<file path="config.mk">
export PLATFORM = sky130hd
export DESIGN_NAME = coae_exec
export DESIGN_NICKNAME = d
export VERILOG_FILES = /design/src/design/coae_alu.v /design/src/design/coae_exec.v
export VERILOG_INCLUDE_DIRS = /design/src /design/src/design
export SDC_FILE = /design/constraint.sdc
export NUM_CORES = 1
export LEC_CHECK = 0
export BUFFER_PORTS_ARGS = -buffer_cell sky130_fd_sc_hd__buf_2
export CAP_MARGIN = 5
export CORE_UTILIZATION = 37
export DETAILED_ROUTE_END_ITERATION = 10
export SETUP_SLACK_MARGIN = 0.05
export SYNTH_ARGS = -nofsm -noshare
export SYNTH_HDL_FRONTEND = slang
export SYNTH_SLANG_ARGS = --single-unit
</file>
<file path="constraint.sdc">
create_clock -name mclk -period 11.3 [get_ports mclk]
set_input_delay 1.13 -clock mclk [delete_from_list [all_inputs] [get_ports mclk]]
set_output_delay 1.13 -clock mclk [all_outputs]
set_load 0.01 [all_outputs]
</file>
<file path="src/design/coae_regs.vh">
// offsets, fields, opcodes and limits of the core
// Overview of operation
// RL1: one instruction cycle per cpu clock
// RL2: short count for fast ram or none
// RL3: long count for other data areas
// RL4: add read wait per external read
// RL5: add write wait per external write
// RL6: short direct window fe20-ff1f, word even
// RL7: 11-bit call target within 0800-0fff
// RL8: table vectors only even, 0040-007f
// RL9: sfr operands cannot reach ffd0-ffdf
// RL10: eight byte registers x,a,c,b,e,d,l,h
// RL11: four pairs ax,bc,de,hl; ax accumulates
// RL12: odd register is high byte of pair
// RL13: word 16, byte 8, bit 3 bits
// RL14: branch adds signed offset to next pc
// RL15: zero, aux carry, carry follow result
// RL16: return restores the saved status word
// RL17: add with carry writes sum and carry
// RL18: sub with borrow writes result and borrow
// RL19: and, or, xor touch only zero flag
// RL20: word move partner only bc, de, hl
// RL21: word sfr access at even addresses
// RL22: word absolute transfers at even addresses
// RL23: compare updates flags, writes no result
// RL24: exchange is atomic, external costs both waits
`ifndef COAE_REGS_VH
`define COAE_REGS_VH
// port offsets, general registers at 8..f
`define CE_A_CLKSEL 4'h0
`define CE_A_RWAIT  4'h1
`define CE_A_WWAIT  4'h2
`define CE_A_PSW    4'h3
`define CE_A_STAT   4'h4
`define CE_A_PCL    4'h5
`define CE_A_PCH    4'h6
`define CE_A_CYC    4'h7
// status bits
`define CE_PSW_CY   0
`define CE_PSW_AC   4
`define CE_PSW_Z    6
`define CE_PSW_RST  8'h00
`define CE_STAT_BSY 0
`define CE_STAT_FLT 1
// reset values
`define CE_CLKSEL_RST 3'h0
`define CE_WAIT_RST   4'h0
// operations
`define CE_OP_MOV   5'h00
`define CE_OP_XCH   5'h01
`define CE_OP_ADD   5'h02
`define CE_OP_ADD_WITH_CARRY  5'h03
`define CE_OP_SUB   5'h04
`define CE_OP_SUBTRACT_WITH_BORROW  5'h05
`define CE_OP_AND   5'h06
`define CE_OP_OR    5'h07
`define CE_OP_XOR   5'h08
`define CE_OP_CMP   5'h09
`define CE_OP_WORD_MOVE  5'h0a
`define CE_OP_XCHW  5'h0b
`define CE_OP_BR    5'h0c
`define CE_OP_CALLF 5'h0d
`define CE_OP_CALLT 5'h0e
`define CE_OP_RETP  5'h0f
`define CE_OP_ST    5'h10
`define CE_OP_STW   5'h11
// operand modes
`define CE_MD_AR    2'h0
`define CE_MD_RA    2'h1
`define CE_MD_IMM   2'h2
`define CE_MD_MEM   2'h3
// address kinds
`define CE_AK_ABS   2'h0
`define CE_AK_SADR  2'h1
`define CE_AK_SFR   2'h2
// registers
`define CE_R_X      3'h0
`define CE_R_A      3'h1
// address limits
`define CE_SADR_LO  16'hfe20
`define CE_SADR_HI  16'hff1f
`define CE_SFRX_LO  16'hffd0
`define CE_SFRX_HI  16'hffdf
`define CE_C11_LO   16'h0800
`define CE_C11_HI   16'h0fff
`define CE_C11_TOP  5'h01
`define CE_TBL_LO   16'h0040
`define CE_TBL_HI   16'h007f
`endif

</file>
<file path="src/design/coae_alu.v">
// byte alu with zero, aux carry and carry results
`timescale 1ns/1ps
`include "coae_regs.vh"
module coae_alu (
  // operation and operands
  input  wire [4:0] op,
  input  wire [7:0] src,
  input  wire [7:0] opd,
  input  wire       cy_in,
  // result and flags
  output reg  [7:0] res,
  output reg        z_o,
  output reg        ac_o,
  output reg        cy_o,
  // write controls
  output reg        wres,
  output reg        f_all,
  output reg        f_z
);
  reg       cin;
  reg [8:0] s9;
  reg [4:0] s5;
  always @* begin
    cin   = 1'b0;
    s9    = 9'h000;
    s5    = 5'h00;
    res   = opd;
    wres  = 1'b0;
    f_all = 1'b0;
    f_z   = 1'b0;
    case (op)
      `CE_OP_ADD, `CE_OP_ADD_WITH_CARRY: begin
        cin   = (op == `CE_OP_ADD_WITH_CARRY) & cy_in; // see RL17
        s9    = {1'b0, src} + {1'b0, opd} + {8'h00, cin};
        s5    = {1'b0, src[3:0]} + {1'b0, opd[3:0]} + {4'h0, cin};
        res   = s9[7:0];
        wres  = 1'b1;
        f_all = 1'b1; // see RL15
      end
      `CE_OP_SUB, `CE_OP_SUBTRACT_WITH_BORROW, `CE_OP_CMP: begin
        cin   = (op == `CE_OP_SUBTRACT_WITH_BORROW) & cy_in; // see RL18
        s9    = {1'b0, src} - {1'b0, opd} - {8'h00, cin};
        s5    = {1'b0, src[3:0]} - {1'b0, opd[3:0]} - {4'h0, cin};
        res   = s9[7:0];
        wres  = (op != `CE_OP_CMP); // see RL23
        f_all = 1'b1;
      end
      `CE_OP_AND: begin
        res  = src & opd;
        wres = 1'b1;
        f_z  = 1'b1; // see RL19
      end
      `CE_OP_OR: begin
        res  = src | opd;
        wres = 1'b1;
        f_z  = 1'b1;
      end
      `CE_OP_XOR: begin
        res  = src ^ opd;
        wres = 1'b1;
        f_z  = 1'b1;
      end
      `CE_OP_MOV: wres = 1'b1;
      default: wres = 1'b0;
    endcase
    z_o  = (res == 8'h00);
    ac_o = s5[4];
    cy_o = s9[8];
  end
endmodule // coae_alu

</file>
<file path="src/design/coae_exec.v">
// execution core: operand checks, registers, alu, cycle count
//
// Local design decisions: the placing of the registers and strobed register access.
`timescale 1ns/1ps
`include "coae_regs.vh"
module coae_exec #(
  parameter [15:0] HSRAM_LO = 16'hfb00,
  parameter [15:0] HSRAM_HI = 16'hfeff,
  parameter [15:0] EXT_LO   = 16'h8000,
  parameter [15:0] EXT_HI   = 16'hf7ff
) (
  // clock and reset
  input  wire        mclk,
  input  wire        rstn,
  // register port
  input  wire [3:0]  reg_addr,
  input  wire [7:0]  reg_wdata,
  input  wire        reg_wr,
  input  wire        reg_rd,
  output reg  [7:0]  reg_rdata_ff,
  // decoded instruction
  input  wire        ins_valid,
  input  wire [4:0]  ins_op,
  input  wire [1:0]  ins_mode,
  input  wire [1:0]  ins_akind,
  input  wire [2:0]  ins_reg,
  input  wire [1:0]  register_pair_operand,
  input  wire [15:0] ins_imm,
  input  wire [15:0] ins_addr,
  input  wire [7:0]  branch_displacement,
  input  wire [15:0] ins_pc,
  input  wire [4:0]  ins_cyc_fast,
  input  wire [4:0]  ins_cyc_slow,
  output reg         ins_ready_ff,
  output reg         ins_done_ff,
  output reg         ins_fault_ff,
  // pc load
  output reg  [15:0] pc_out_ff,
  output reg         pc_load_ff,
  // data bus
  output reg  [15:0] mem_addr_ff,
  output reg  [7:0]  mem_wdata_ff,
  output reg         mem_rd_ff,
  output reg         mem_wr_ff,
  input  wire [7:0]  mem_rdata
);
  localparam [2:0] S_IDLE = 3'h0;
  localparam [2:0] S_RD   = 3'h1;
  localparam [2:0] S_WT   = 3'h2;
  localparam [2:0] S_CAP  = 3'h3;
  localparam [2:0] S_EXE  = 3'h4;
  localparam [2:0] S_WR   = 3'h5;
  localparam [2:0] S_CNT  = 3'h6;

  function in_rng;
    input [15:0] a;
    input [15:0] lo;
    input [15:0] hi;
    begin
      in_rng = (a >= lo) && (a <= hi);
    end
  endfunction

  // word ops move two bytes
  function f_word;
    input [4:0] op;
    begin
      f_word = (op == `CE_OP_WORD_MOVE) || (op == `CE_OP_XCHW) ||
               (op == `CE_OP_STW) || (op == `CE_OP_CALLT);
    end
  endfunction

  function f_store;
    input [4:0] op;
    begin
      f_store = (op == `CE_OP_ST) || (op == `CE_OP_STW);
    end
  endfunction

  integer i;
  reg [7:0]  gr_ff [0:7];
  reg [2:0]  st_ff;
  reg [4:0]  op_ff;
  reg [1:0]  md_ff;
  reg [1:0]  rp_ff;
  reg [2:0]  r_ff;
  reg [15:0] imm_ff;
  reg [15:0] adr_ff;
  reg [15:0] pcn_ff;
  reg [7:0]  disp_ff;
  reg        idx_ff;
  reg [7:0]  buf0_ff;
  reg [7:0]  buf1_ff;
  reg [7:0]  wlo_ff;
  reg [7:0]  whi_ff;
  reg        nwr_ff;
  reg [7:0]  tot_ff;
  reg [7:0]  cnt_ff;
  reg [7:0]  last_ff;
  reg [7:0]  psw_ff;
  reg [2:0]  processor_clock_select_ff;
  reg [3:0]  rwait_ff;
  reg [3:0]  wwait_ff;
  reg        flt_ff;
  reg [7:0]  div_ff;

  // cpu enable every 2^select clocks
  wire [7:0] div_lim = (8'h01 << processor_clock_select_ff) - 8'h01;
  wire       cpu_en  = (div_ff == div_lim);

  // request kinds
  wire       rq_word  = f_word(ins_op);
  wire       rq_st    = f_store(ins_op);
  wire       rq_flow  = (ins_op == `CE_OP_BR) || (ins_op == `CE_OP_CALLF) ||
                        (ins_op == `CE_OP_CALLT);
  wire       rq_mem   = (ins_mode == `CE_MD_MEM) && !rq_flow;
  wire       rq_rd    = (rq_mem && !rq_st) || (ins_op == `CE_OP_CALLT);
  wire       rq_wr    = rq_mem && (rq_st || ins_op == `CE_OP_XCH);
  wire       rq_odd   = ins_addr[0];
  wire       rq_ext   = rq_mem && in_rng(ins_addr, EXT_LO, EXT_HI);
  wire       rq_slow  = rq_mem && !in_rng(ins_addr, HSRAM_LO, HSRAM_HI);
  wire       rq_w2    = rq_word && !(ins_op == `CE_OP_CALLT);

  wire [7:0] rd_w = !(rq_rd && rq_mem) ? 8'h00 :
                    rq_w2 ? {3'h0, rwait_ff, 1'b0} : {4'h0, rwait_ff};
  wire [7:0] wr_w = !rq_wr ? 8'h00 :
                    rq_w2 ? {3'h0, wwait_ff, 1'b0} : {4'h0, wwait_ff};
  wire [4:0] base = rq_slow ? ins_cyc_slow : ins_cyc_fast; // see RL2 RL3
  wire [7:0] rq_tot = {3'h0, base} + (rq_ext ? rd_w + wr_w : 8'h00); // see RL4 RL5 RL24

  // operand legality
  wire f_sad = (ins_akind == `CE_AK_SADR) &&
               (!in_rng(ins_addr, `CE_SADR_LO, `CE_SADR_HI) || (rq_word && rq_odd)); // see RL6
  wire f_sfr = (ins_akind == `CE_AK_SFR) &&
               (in_rng(ins_addr, `CE_SFRX_LO, `CE_SFRX_HI) || (rq_word && rq_odd)); // see RL9 RL21
  wire f_abs = (ins_akind == `CE_AK_ABS) && rq_word && rq_odd; // see RL22
  wire f_c11 = (ins_op == `CE_OP_CALLF) &&
               !in_rng(ins_addr, `CE_C11_LO, `CE_C11_HI); // see RL7
  wire f_tbl = (ins_op == `CE_OP_CALLT) &&
               (!in_rng(ins_addr, `CE_TBL_LO, `CE_TBL_HI) || rq_odd); // see RL8
  wire f_rp  = ((ins_op == `CE_OP_WORD_MOVE) || (ins_op == `CE_OP_XCHW)) &&
               (ins_mode == `CE_MD_AR || ins_mode == `CE_MD_RA) &&
               (register_pair_operand == 2'h0); // see RL20
  wire rq_bad = (rq_mem && (f_sad || f_sfr || f_abs)) || f_c11 || f_tbl || f_rp;

  // operand fetch
  wire [7:0] a_v = gr_ff[`CE_R_A];
  wire [7:0] x_v = gr_ff[`CE_R_X];
  wire [7:0] r_v = gr_ff[r_ff];
  wire [7:0] rph = gr_ff[{rp_ff, 1'b1}]; // see RL11 RL12
  wire [7:0] rpl = gr_ff[{rp_ff, 1'b0}];
  wire [7:0] alu_src = (md_ff == `CE_MD_RA) ? r_v : a_v;
  wire [7:0] alu_opd = (md_ff == `CE_MD_AR)  ? r_v :
                       (md_ff == `CE_MD_RA)  ? a_v :
                       (md_ff == `CE_MD_IMM) ? imm_ff[7:0] : buf0_ff; // see RL13
  wire [7:0] alu_res;
  wire       alu_z;
  wire       alu_ac;
  wire       alu_cy;
  wire       alu_wres;
  wire       alu_fall;
  wire       alu_fz;

  coae_alu u_alu (
    .op    (op_ff),
    .src   (alu_src),
    .opd   (alu_opd),
    .cy_in (psw_ff[`CE_PSW_CY]),
    .res   (alu_res),
    .z_o   (alu_z),
    .ac_o  (alu_ac),
    .cy_o  (alu_cy),
    .wres  (alu_wres),
    .f_all (alu_fall),
    .f_z   (alu_fz)
  );

  // execute-cycle register writes
  wire       exe = (st_ff == S_EXE);
  reg        we0;
  reg        we1;
  reg        wep;
  reg [2:0]  i0;
  reg [2:0]  i1;
  reg [7:0]  v0;
  reg [7:0]  v1;
  always @* begin
    we0 = 1'b0;
    we1 = 1'b0;
    wep = 1'b0;
    i0  = `CE_R_A;
    i1  = `CE_R_X;
    v0  = alu_res;
    v1  = 8'h00;
    if (exe) begin
      case (op_ff)
        `CE_OP_XCH: begin
          we0 = 1'b1; // see RL24
          v0  = (md_ff == `CE_MD_MEM) ? buf0_ff : r_v;
          we1 = (md_ff != `CE_MD_MEM);
          i1  = r_ff;
          v1  = a_v;
        end
        `CE_OP_WORD_MOVE: begin
          we0 = 1'b1;
          we1 = 1'b1;
          case (md_ff)
            `CE_MD_AR: begin
              v0 = rph;
              v1 = rpl;
            end
            `CE_MD_RA: begin
              i0 = {rp_ff, 1'b1};
              i1 = {rp_ff, 1'b0};
              v0 = a_v;
              v1 = x_v;
            end
            `CE_MD_IMM: begin
              i0 = {rp_ff, 1'b1};
              i1 = {rp_ff, 1'b0};
              v0 = imm_ff[15:8];
              v1 = imm_ff[7:0];
            end
            default: begin
              v0 = buf1_ff;
              v1 = buf0_ff;
            end
          endcase
        end
        `CE_OP_XCHW: begin
          we0 = 1'b1;
          we1 = 1'b1;
          wep = 1'b1;
          v0  = rph;
          v1  = rpl;
        end
        default: begin
          we0 = alu_wres; // see RL10
          i0  = (md_ff == `CE_MD_RA) ? r_ff : `CE_R_A;
        end
      endcase
    end
  end

  // core writes come last so they win
  always @(posedge mclk or negedge rstn) begin
    if (!rstn) begin
      for (i = 0; i < 8; i = i + 1)
        gr_ff[i] <= 8'h00;
    end else begin
      if (reg_wr && reg_addr[3])
        gr_ff[reg_addr[2:0]] <= reg_wdata;
      if (wep) begin
        gr_ff[{rp_ff, 1'b1}] <= a_v;
        gr_ff[{rp_ff, 1'b0}] <= x_v;
      end
      if (we1)
        gr_ff[i1] <= v1;
      if (we0)
        gr_ff[i0] <= v0;
    end
  end

  // status, configuration, fault
  always @(posedge mclk or negedge rstn) begin
    if (!rstn) begin
      psw_ff                    <= `CE_PSW_RST;
      processor_clock_select_ff <= `CE_CLKSEL_RST;
      rwait_ff                  <= `CE_WAIT_RST;
      wwait_ff                  <= `CE_WAIT_RST;
      flt_ff                    <= 1'b0;
      div_ff                    <= 8'h00;
    end else begin
      div_ff <= cpu_en ? 8'h00 : div_ff + 8'h01;
      if (reg_wr) begin
        case (reg_addr)
          `CE_A_CLKSEL: processor_clock_select_ff <= reg_wdata[2:0];
          `CE_A_RWAIT:  rwait_ff <= reg_wdata[3:0];
          `CE_A_WWAIT:  wwait_ff <= reg_wdata[3:0];
          `CE_A_PSW:    psw_ff <= reg_wdata;
          `CE_A_STAT:   if (reg_wdata[`CE_STAT_FLT]) flt_ff <= 1'b0;
          default: ;
        endcase
      end
      // a new fault outranks a clear
      if (st_ff == S_IDLE && ins_valid && rq_bad)
        flt_ff <= 1'b1;
      if (exe) begin
        if (op_ff == `CE_OP_RETP)
          psw_ff <= buf0_ff; // see RL16
        else if (alu_fall) begin
          psw_ff[`CE_PSW_Z]  <= alu_z; // see RL15
          psw_ff[`CE_PSW_AC] <= alu_ac;
          psw_ff[`CE_PSW_CY] <= alu_cy;
        end else if (alu_fz)
          psw_ff[`CE_PSW_Z] <= alu_z;
      end
    end
  end

  // sequencer
  always @(posedge mclk or negedge rstn) begin
    if (!rstn) begin
      st_ff        <= S_IDLE;
      op_ff        <= `CE_OP_MOV;
      md_ff        <= `CE_MD_AR;
      rp_ff        <= 2'h0;
      r_ff         <= 3'h0;
      imm_ff       <= 16'h0000;
      adr_ff       <= 16'h0000;
      pcn_ff       <= 16'h0000;
      disp_ff      <= 8'h00;
      idx_ff       <= 1'b0;
      buf0_ff      <= 8'h00;
      buf1_ff      <= 8'h00;
      wlo_ff       <= 8'h00;
      whi_ff       <= 8'h00;
      nwr_ff       <= 1'b0;
      tot_ff       <= 8'h00;
      cnt_ff       <= 8'h00;
      last_ff      <= 8'h00;
      ins_ready_ff <= 1'b1;
      ins_done_ff  <= 1'b0;
      ins_fault_ff <= 1'b0;
      pc_out_ff    <= 16'h0000;
      pc_load_ff   <= 1'b0;
      mem_addr_ff  <= 16'h0000;
      mem_wdata_ff <= 8'h00;
      mem_rd_ff    <= 1'b0;
      mem_wr_ff    <= 1'b0;
    end else begin
      ins_done_ff  <= 1'b0;
      ins_fault_ff <= 1'b0;
      pc_load_ff   <= 1'b0;
      mem_rd_ff    <= 1'b0;
      mem_wr_ff    <= 1'b0;
      if (cpu_en && st_ff != S_IDLE)
        cnt_ff <= cnt_ff + 8'h01; // see RL1
      case (st_ff)
        S_IDLE: begin
          if (ins_valid && rq_bad)
            ins_fault_ff <= 1'b1;
          else if (ins_valid) begin
            op_ff        <= ins_op;
            md_ff        <= ins_mode;
            rp_ff        <= register_pair_operand;
            r_ff         <= ins_reg;
            imm_ff       <= ins_imm;
            adr_ff       <= ins_addr;
            pcn_ff       <= ins_pc;
            disp_ff      <= branch_displacement;
            nwr_ff       <= rq_wr;
            tot_ff       <= rq_tot;
            cnt_ff       <= 8'h00;
            idx_ff       <= 1'b0;
            ins_ready_ff <= 1'b0;
            st_ff        <= rq_rd ? S_RD : S_EXE;
          end
        end
        S_RD: begin
          mem_addr_ff <= adr_ff + {15'h0000, idx_ff};
          mem_rd_ff   <= 1'b1;
          st_ff       <= S_WT;
        end
        // read data stand in the cycle after the strobe
        S_WT: st_ff <= S_CAP;
        S_CAP: begin
          if (idx_ff)
            buf1_ff <= mem_rdata;
          else
            buf0_ff <= mem_rdata;
          if (f_word(op_ff) && !idx_ff) begin
            idx_ff <= 1'b1;
            st_ff  <= S_RD;
          end else
            st_ff <= S_EXE;
        end
        S_EXE: begin
          // old accumulator kept so exchange is atomic
          wlo_ff <= (op_ff == `CE_OP_STW) ? x_v : a_v;
          whi_ff <= a_v;
          idx_ff <= 1'b0;
          case (op_ff)
            `CE_OP_BR: begin
              pc_out_ff  <= pcn_ff + {{8{disp_ff[7]}}, disp_ff}; // see RL14
              pc_load_ff <= 1'b1;
            end
            `CE_OP_CALLF: begin
              pc_out_ff  <= {`CE_C11_TOP, adr_ff[10:0]}; // see RL7
              pc_load_ff <= 1'b1;
            end
            `CE_OP_CALLT: begin
              pc_out_ff  <= {buf1_ff, buf0_ff}; // see RL8
              pc_load_ff <= 1'b1;
            end
            default: ;
          endcase
          st_ff <= nwr_ff ? S_WR : S_CNT;
        end
        S_WR: begin
          mem_addr_ff  <= adr_ff + {15'h0000, idx_ff};
          mem_wdata_ff <= idx_ff ? whi_ff : wlo_ff;
          mem_wr_ff    <= 1'b1;
          if (f_word(op_ff) && !idx_ff)
            idx_ff <= 1'b1;
          else
            st_ff <= S_CNT;
        end
        S_CNT: begin
          // a slow bus may outlast the count
          if (cnt_ff >= tot_ff) begin
            ins_done_ff  <= 1'b1;
            ins_ready_ff <= 1'b1;
            last_ff      <= tot_ff;
            st_ff        <= S_IDLE;
          end
        end
        default: st_ff <= S_IDLE;
      endcase
    end
  end

  // read data one cycle after the strobe
  reg [7:0] rd_mux;
  always @* begin
    rd_mux = 8'h00;
    case (reg_addr)
      `CE_A_CLKSEL: rd_mux = {5'h00, processor_clock_select_ff};
      `CE_A_RWAIT:  rd_mux = {4'h0, rwait_ff};
      `CE_A_WWAIT:  rd_mux = {4'h0, wwait_ff};
      `CE_A_PSW:    rd_mux = psw_ff;
      `CE_A_STAT:   rd_mux = {6'h00, flt_ff, st_ff != S_IDLE};
      `CE_A_PCL:    rd_mux = pc_out_ff[7:0];
      `CE_A_PCH:    rd_mux = pc_out_ff[15:8];
      `CE_A_CYC:    rd_mux = last_ff;
      default:      rd_mux = gr_ff[reg_addr[2:0]];
    endcase
  end

  always @(posedge mclk or negedge rstn) begin
    if (!rstn)
      reg_rdata_ff <= 8'h00;
    else
      reg_rdata_ff <= reg_rd ? rd_mux : 8'h00;
  end
endmodule // coae_exec

</file>
==> reports/metrics.cfg, run 1 <==
[power]
power_density_nw_per_um2 = 324.5
ir_worst_vdd_uv = 151.1
leakagePower_nw = 9.550
power_mw = 7.145

[critical_path]
path_class = reg2reg
cp.required_ns = 11.71
start_kind = flop
crit_path_end_kind = flop
rrSetupSlack_ns = 6.00
cp.arrival_ns = 5.71
r2r-end = gr_ff[22]
rr_worst_depth = 17
cp_max_fo = 46
r2r_start = md_ff[1]

[logic_synthesis]
synth_top_flop_cell = dfrtp_1
synthDistinctLibCells = 86
synthesis.area_um2 = 19360
synth_top_area_share_pct = 35.16
syn-num-nets = 2233
synth.most_common_cell = dfrtp_1
yosysWarnings = 0
synth_common_cells = dfrtp_1 (272), nand2_1 (220), nor2_1 (162)
ys_async_sr_fraction_pct = 100.0
ys_top_cells_by_area = dfrtp_1 (35%), mux2_2 (8.9%), mux2i_1 (5.6%), mux4_2 (5.6%), ha_1 (4.5%)
ys_seq_elements = 273
syn_area_per_cell_um2 = 9.433
yosysTopAreaCell = dfrtp_1
synthCells = 2052
synth_edf_count = 0
yosysSeqAreaShare_pct = 35.30

[floorplan]
fp.dieArea_um2 = 53230
die_y_um = 230.7
start_util_pct = 37.58
fp.dieW_um = 230.7
core_area_um2 = 51510
num_io_pins = 159
num_rows = 83

[timing]
setup_violations = 0
worst_slew_pin_slew_ns = 1.280
max_freq_mhz = 188.7
hold_viol = 0
slew_headroom_pct = 14.17
min_period_ns = 5.299
skew_ns = 0.02952
fin_crit_sh_pct = 46.90
timing.final.ws_setup_ns = 6.001
rsz0062_at_grt = no
tns_ns = 0
maxSlewViolCount = 0

[global_routing]
grt_pass1_wl_um = 108200
grt_pass1_vias = 17110
grt_antenna_before_repair = 5
grt_overflow_total = 0
grt_max_degree = 86
grt_use_total_pct = 26.74

[finish]
final_cells = 2848
area_growth_pct = 13.76
layout.nets = 2319
final_core_util_pct = 42.75
drive_above_1_share_pct = 23.01

[detailed_routing]
first_iter_violations = 1874
ant_nets = 0
vias_per_cell = 6.144
routed_wl_um = 71360
firstDrtPassIters = 6
via_count = 17500
drc = 0
wire_per_inst_um = 25.06

[run]
drv_cap = 0

[clocking]
clk_path_buf_depth = 3
root_buffer = clkbuf_16
htreeDepth = 2
clock_latency_ns = 0.58
cts_hold_buf = 0
tritoncts = done
clkTransAtPathRegs_ns = 0.06
cts_sinks = 273
ctsResizeCount = 0
postCtsSetupRepairBufs = 0
cts_made_buffers = 36

[placed_design]
gp_congestion = 0.9653
dp_cells = 2780
io_buffers = 158
post-dp-hpwl_um = 51220
dp_slack_ns = 6.196

[worst_hold_path]
holdPathStages = 2
hold_path_end = mem_addr_ff[10]
hold_class = reg2reg
hp-start = mem_addr_ff[10]

[outcome]
status = finished clean

## per-layer routing
metal  track usage, %  routed length (µm)
met3            6.571                6911
met2            40.79               31390
met4            12.93                3514
met5                0                  13
met1            35.39               29530
## layout by cell type, fill, tap and decap left out, types with 8 or more instances in the layout
cell,instances
a22oi_1,8
nand2_1,220
buf_2,157
o21ai_1,16
mux2_2,153
dfrtp_1,272
a21oi_1,121
xor2_1,32
nand2b_1,15
o21a_1,10
clkbuf_8,10
nor2_1,161
nor3_1,25
and2_1,16
o211ai_1,41
clkbuf_16,36
inv_1,60
buf_4,35
nand3b_1,10
nand4_1,15
mux2i_1,108
xnor2_1,24
a221oi_1,29
a221o_1,12
nor2b_1,12
and3_1,15
a31oi_1,14
a211oi_1,10
a21o_1,25
a22o_1,11
nand3_1,64
ha_1,69
o21ai_0,159
mux4_2,48
## power breakdown
part | switching [mW] | internal (mW)
Combinational | 2.27 | 1.62
Clock | 0.482 | 0.794
Sequential | 0.601 | 1.38
Total | 3.35 | 3.79
## area by class of cell
class | count | area, µm²
tap | 680 | 850.8
clock inverter | 14 | 257.7
antenna | 4 | 10.01
sequential | 273 | 6833
inverter | 63 | 236.5
timing repair buffer | 193 | 1064
multi-input combinational | 1571 | 11710
fill | 5144 | 29490
clock buffer | 50 | 1054
## flip-flops by register name (all words and copies together), names as in the netlist, 16 cells and up
register,cells
pc_out_ff,16
adr_ff,16
mem_addr_ff,16
pcn_ff,16
gr_ff,48
imm_ff,16
## critical path, cell delays in order, from the launching register on
cell and delay, ns:
dfrtp_1 0.41, inv_1 0.11, ha_1 0.17, buf_4 0.47, a21oi_1 0.14, o21ai_0 0.53
inv_1 0.18, fa_1 0.50, inv_1 0.10, fa_1 0.18, nand2b_1 0.14, a2111oi_0 0.48
a21oi_1 0.14, xor2_1 0.17, a221oi_1 0.31, a21oi_1 0.18, o21ai_1 0.71, o21ai_0 0.19
## how the worst max path moves through the flow
stage                     startpoint         to  slack, ns  depth (start not counted)
after floorplan             md_ff[1]  gr_ff[22]       7.16                         18
after global placement       r_ff[1]  gr_ff[22]       6.35                         15
after detailed placement     r_ff[1]  gr_ff[22]       6.20                         17
after CTS                   md_ff[0]  gr_ff[22]       6.15                         19
after global routing        md_ff[0]  gr_ff[22]       5.57                         19
final                       md_ff[1]  gr_ff[22]       6.00                         17
## logic make-up after synthesis
kind of cell             Yosys count  synth area share, %
AND/OR/NAND/NOR                  604                14.69
AO/OA/AOI/OAI                    525                17.80
multiplexers                     310                20.13
flip-flops                       273                35.30
buffers and inverters            208                4.363
adder cells (fa/ha/maj)           76                5.184
XOR/XNOR                          56                2.534
## per-stage QoR
step / hold WS [ns] / instance area (µm²)
2_1_floorplan: 0.4460 / 19360
3_3_place_gp: 0.4563 / 20700
3_5_place_dp: 0.4673 / 20700
4_1_cts: 0.4794 / 22010
5_1_grt: 0.4848 / 22020
6_report: 0.4765 / 22020
No activity file was read; power rests on OpenSTA's default activity.
==> inputs of run 2 (changes only) <==
==> constraint.sdc (replaced) <==
create_clock -name mclk -period 5.4 [get_ports mclk]
set_input_delay 0.54 -clock mclk [delete_from_list [all_inputs] [get_ports mclk]]
set_output_delay 0.54 -clock mclk [all_outputs]
set_load 0.01 [all_outputs]
==> reports/metrics.cfg, run 2 (same netlist as run 1, synthesis figures left out) <==
[outcome]
status = finished clean

[timing]
worst_slew_pin_slew_ns = 1.193  ; -0.08749 ns
slew_headroom_pct = 20.03  ; +5.9 points
rsz0062_at_grt = no
tns_ns = 0  ; unchanged
max_freq_mhz = 203.2  ; +7.7%
maxSlewViolCount = 0  ; unchanged
hold_viol = 0  ; unchanged
min_period_ns = 4.921  ; -0.3784 ns
fin_crit_sh_pct = 91.13  ; +44 points
holdWs_ns = 0.2025  ; -0.2741 ns
setup_violations = 0  ; unchanged
skew_ns = 0.02916  ; -0.0003571 ns

[detailed_routing]
ant_nets = 0  ; unchanged
vias_per_cell = 6.069  ; -1.2%
routed_wl_um = 69150  ; -3.1%
wire_per_inst_um = 24.18  ; -3.5%
firstDrtPassIters = 5  ; -1
via_count = 17360  ; -0.80%
first_iter_violations = 1978  ; +5.5%
drc = 0  ; unchanged

[power]
power_density_nw_per_um2 = 668.1  ; +110%
ir_worst_vdd_uv = 323.8  ; +110%
leakagePower_nw = 9.580  ; +0.31%

[worst_hold_path]
hold_class = in2reg

[placed_design]
post-dp-hpwl_um = 51110  ; -0.21%
gp_congestion = 1.022  ; +5.8%
io_buffers = 158  ; unchanged

[critical_path]
cp.arrival_ns = 5.32  ; -0.39 ns
crit_path_end_kind = flop
cp_max_fo = 19  ; -59%
cp.required_ns = 5.80  ; -5.91 ns
start_kind = flop
path_class = reg2reg
rrSetupSlack_ns = 0.48  ; -5.52 ns

[floorplan]
fp.dieArea_um2 = 53230  ; unchanged
num_rows = 83  ; unchanged
fp.dieW_um = 230.7  ; unchanged
start_util_pct = 37.58  ; unchanged
die_y_um = 230.7  ; unchanged
core_area_um2 = 51510  ; unchanged
num_io_pins = 159  ; unchanged

[finish]
largest_reg_flops = 48  ; unchanged
final_common_cell = dfrtp_1
drive_above_1_share_pct = 23.42  ; +0.40 points
area_growth_pct = 13.90
layout.nets = 2335  ; +0.69%
most-common-layout-cells = dfrtp_1 (271), nand2_1 (220), nor2_1 (161)
fillers = 5048  ; -1.9%
top_register = gr_ff

[global_routing]
grt_pass1_wl_um = 105700  ; -2.3%
grt_max_degree = 126  ; +47%
grt_use_total_pct = 26.10  ; -0.64 points
grt_antenna_before_repair = 5  ; unchanged
grt_overflow_total = 0  ; unchanged
grt_pass1_vias = 16990  ; -0.72%

[clocking]
tritoncts = done
htreeDepth = 2  ; unchanged
cts_sinks = 273  ; unchanged
postCtsSetupRepairBufs = 0  ; unchanged
root_buffer = clkbuf_16
clkTransAtPathRegs_ns = 0.06  ; about the same
clk_path_buf_depth = 3  ; unchanged
clock_latency_ns = 0.57  ; about the same
cts_made_buffers = 36  ; unchanged

[run]
drv_cap = 0  ; unchanged

[run 2: layout make-up]
class,count,area (µm²),area share [%]
clock inverters,11,132.6,0.6016
flip-flops and latches,273,6834,31.00
well taps,680,850.8,3.859
clock buffers,51,1069,4.846
diodes,2,5.005,0.02270
inverters,63,236.5,1.073
multi-input cells,1571,11710,53.11
repair buffers,209,1211,5.493
[run 2: layer usage]
layer	global-route usage (%)	part of all wire, %	routed length [µm]
met5	0	0.014	10
met2	39.50	44	30620
met4	13.04	5.2	3612
met1	34.72	41	28190
met3	6.312	9.7	6720
[run 2: what timing repair did]
action	CTS	global route
hold buffers	1	0
setup endpoints to repair	0	18
gates resized for setup	0	1
endpoints found under the hold margin	11	0
[run 2: through the flow]
| step | total power [mW] | util [%] | cell area, µm² | setup slack, ns | std cells |
|---|---|---|---|---|---|
| finish | 14.73 | 42.80 | 22050 | 0.4792 | 2860 |
| global route | 15.75 | 42.80 | 22040 | 0.1192 | 2859 |
| CTS | 14.62 | 42.79 | 22040 | 0.3361 | 2858 |
| detailed placement | 12.13 | 40.44 | 20830 | 0.3638 | 2795 |
| global placement | 11.97 | 40.44 | 20830 | 0.4897 | 2795 |
| floorplan | 9.508 | - | 19360 | 1.259 | 2052 |
[run 2: path summary, 6_finish.rpt]
path / to / from / depth (start not counted)
min in group asynchronous: pcn_ff[5] / rstn / 2
hold reg to reg: mem_wdata_ff[6] / mem_wdata_ff[6] / 2
max in group asynchronous: mem_wr_ff / rstn / 3
setup reg to reg: gr_ff[22] / r_ff[1] / 14
setup / recovery: gr_ff[22] / r_ff[1] / 14
hold / removal: rp_ff[1] / register_pair_operand[1] / 2
[run 2: critical path, stage by stage (launching register included)]
cell       delay [ns]
dfrtp_1          0.97
mux4_2           0.42
mux2i_1          0.50
o21ai_1          0.21
inv_1            0.12
ha_1             0.30
ha_1             0.44
a2111oi_0        0.43
a21oi_1          0.12
xor2_1           0.16
a221oi_1         0.36
a21oi_1          0.17
o21ai_1          0.22
buf_4            0.21
o21ai_0          0.11
[run 2: power by group]
part / internal (mW) / switching [mW] / leakage [nW]
logic: 3.47 / 4.77 / 5.62
registers: 2.90 / 1.17 / 3.37
clock network: 1.44 / 0.980 / 0.590
total: 7.81 / 6.92 / 9.58
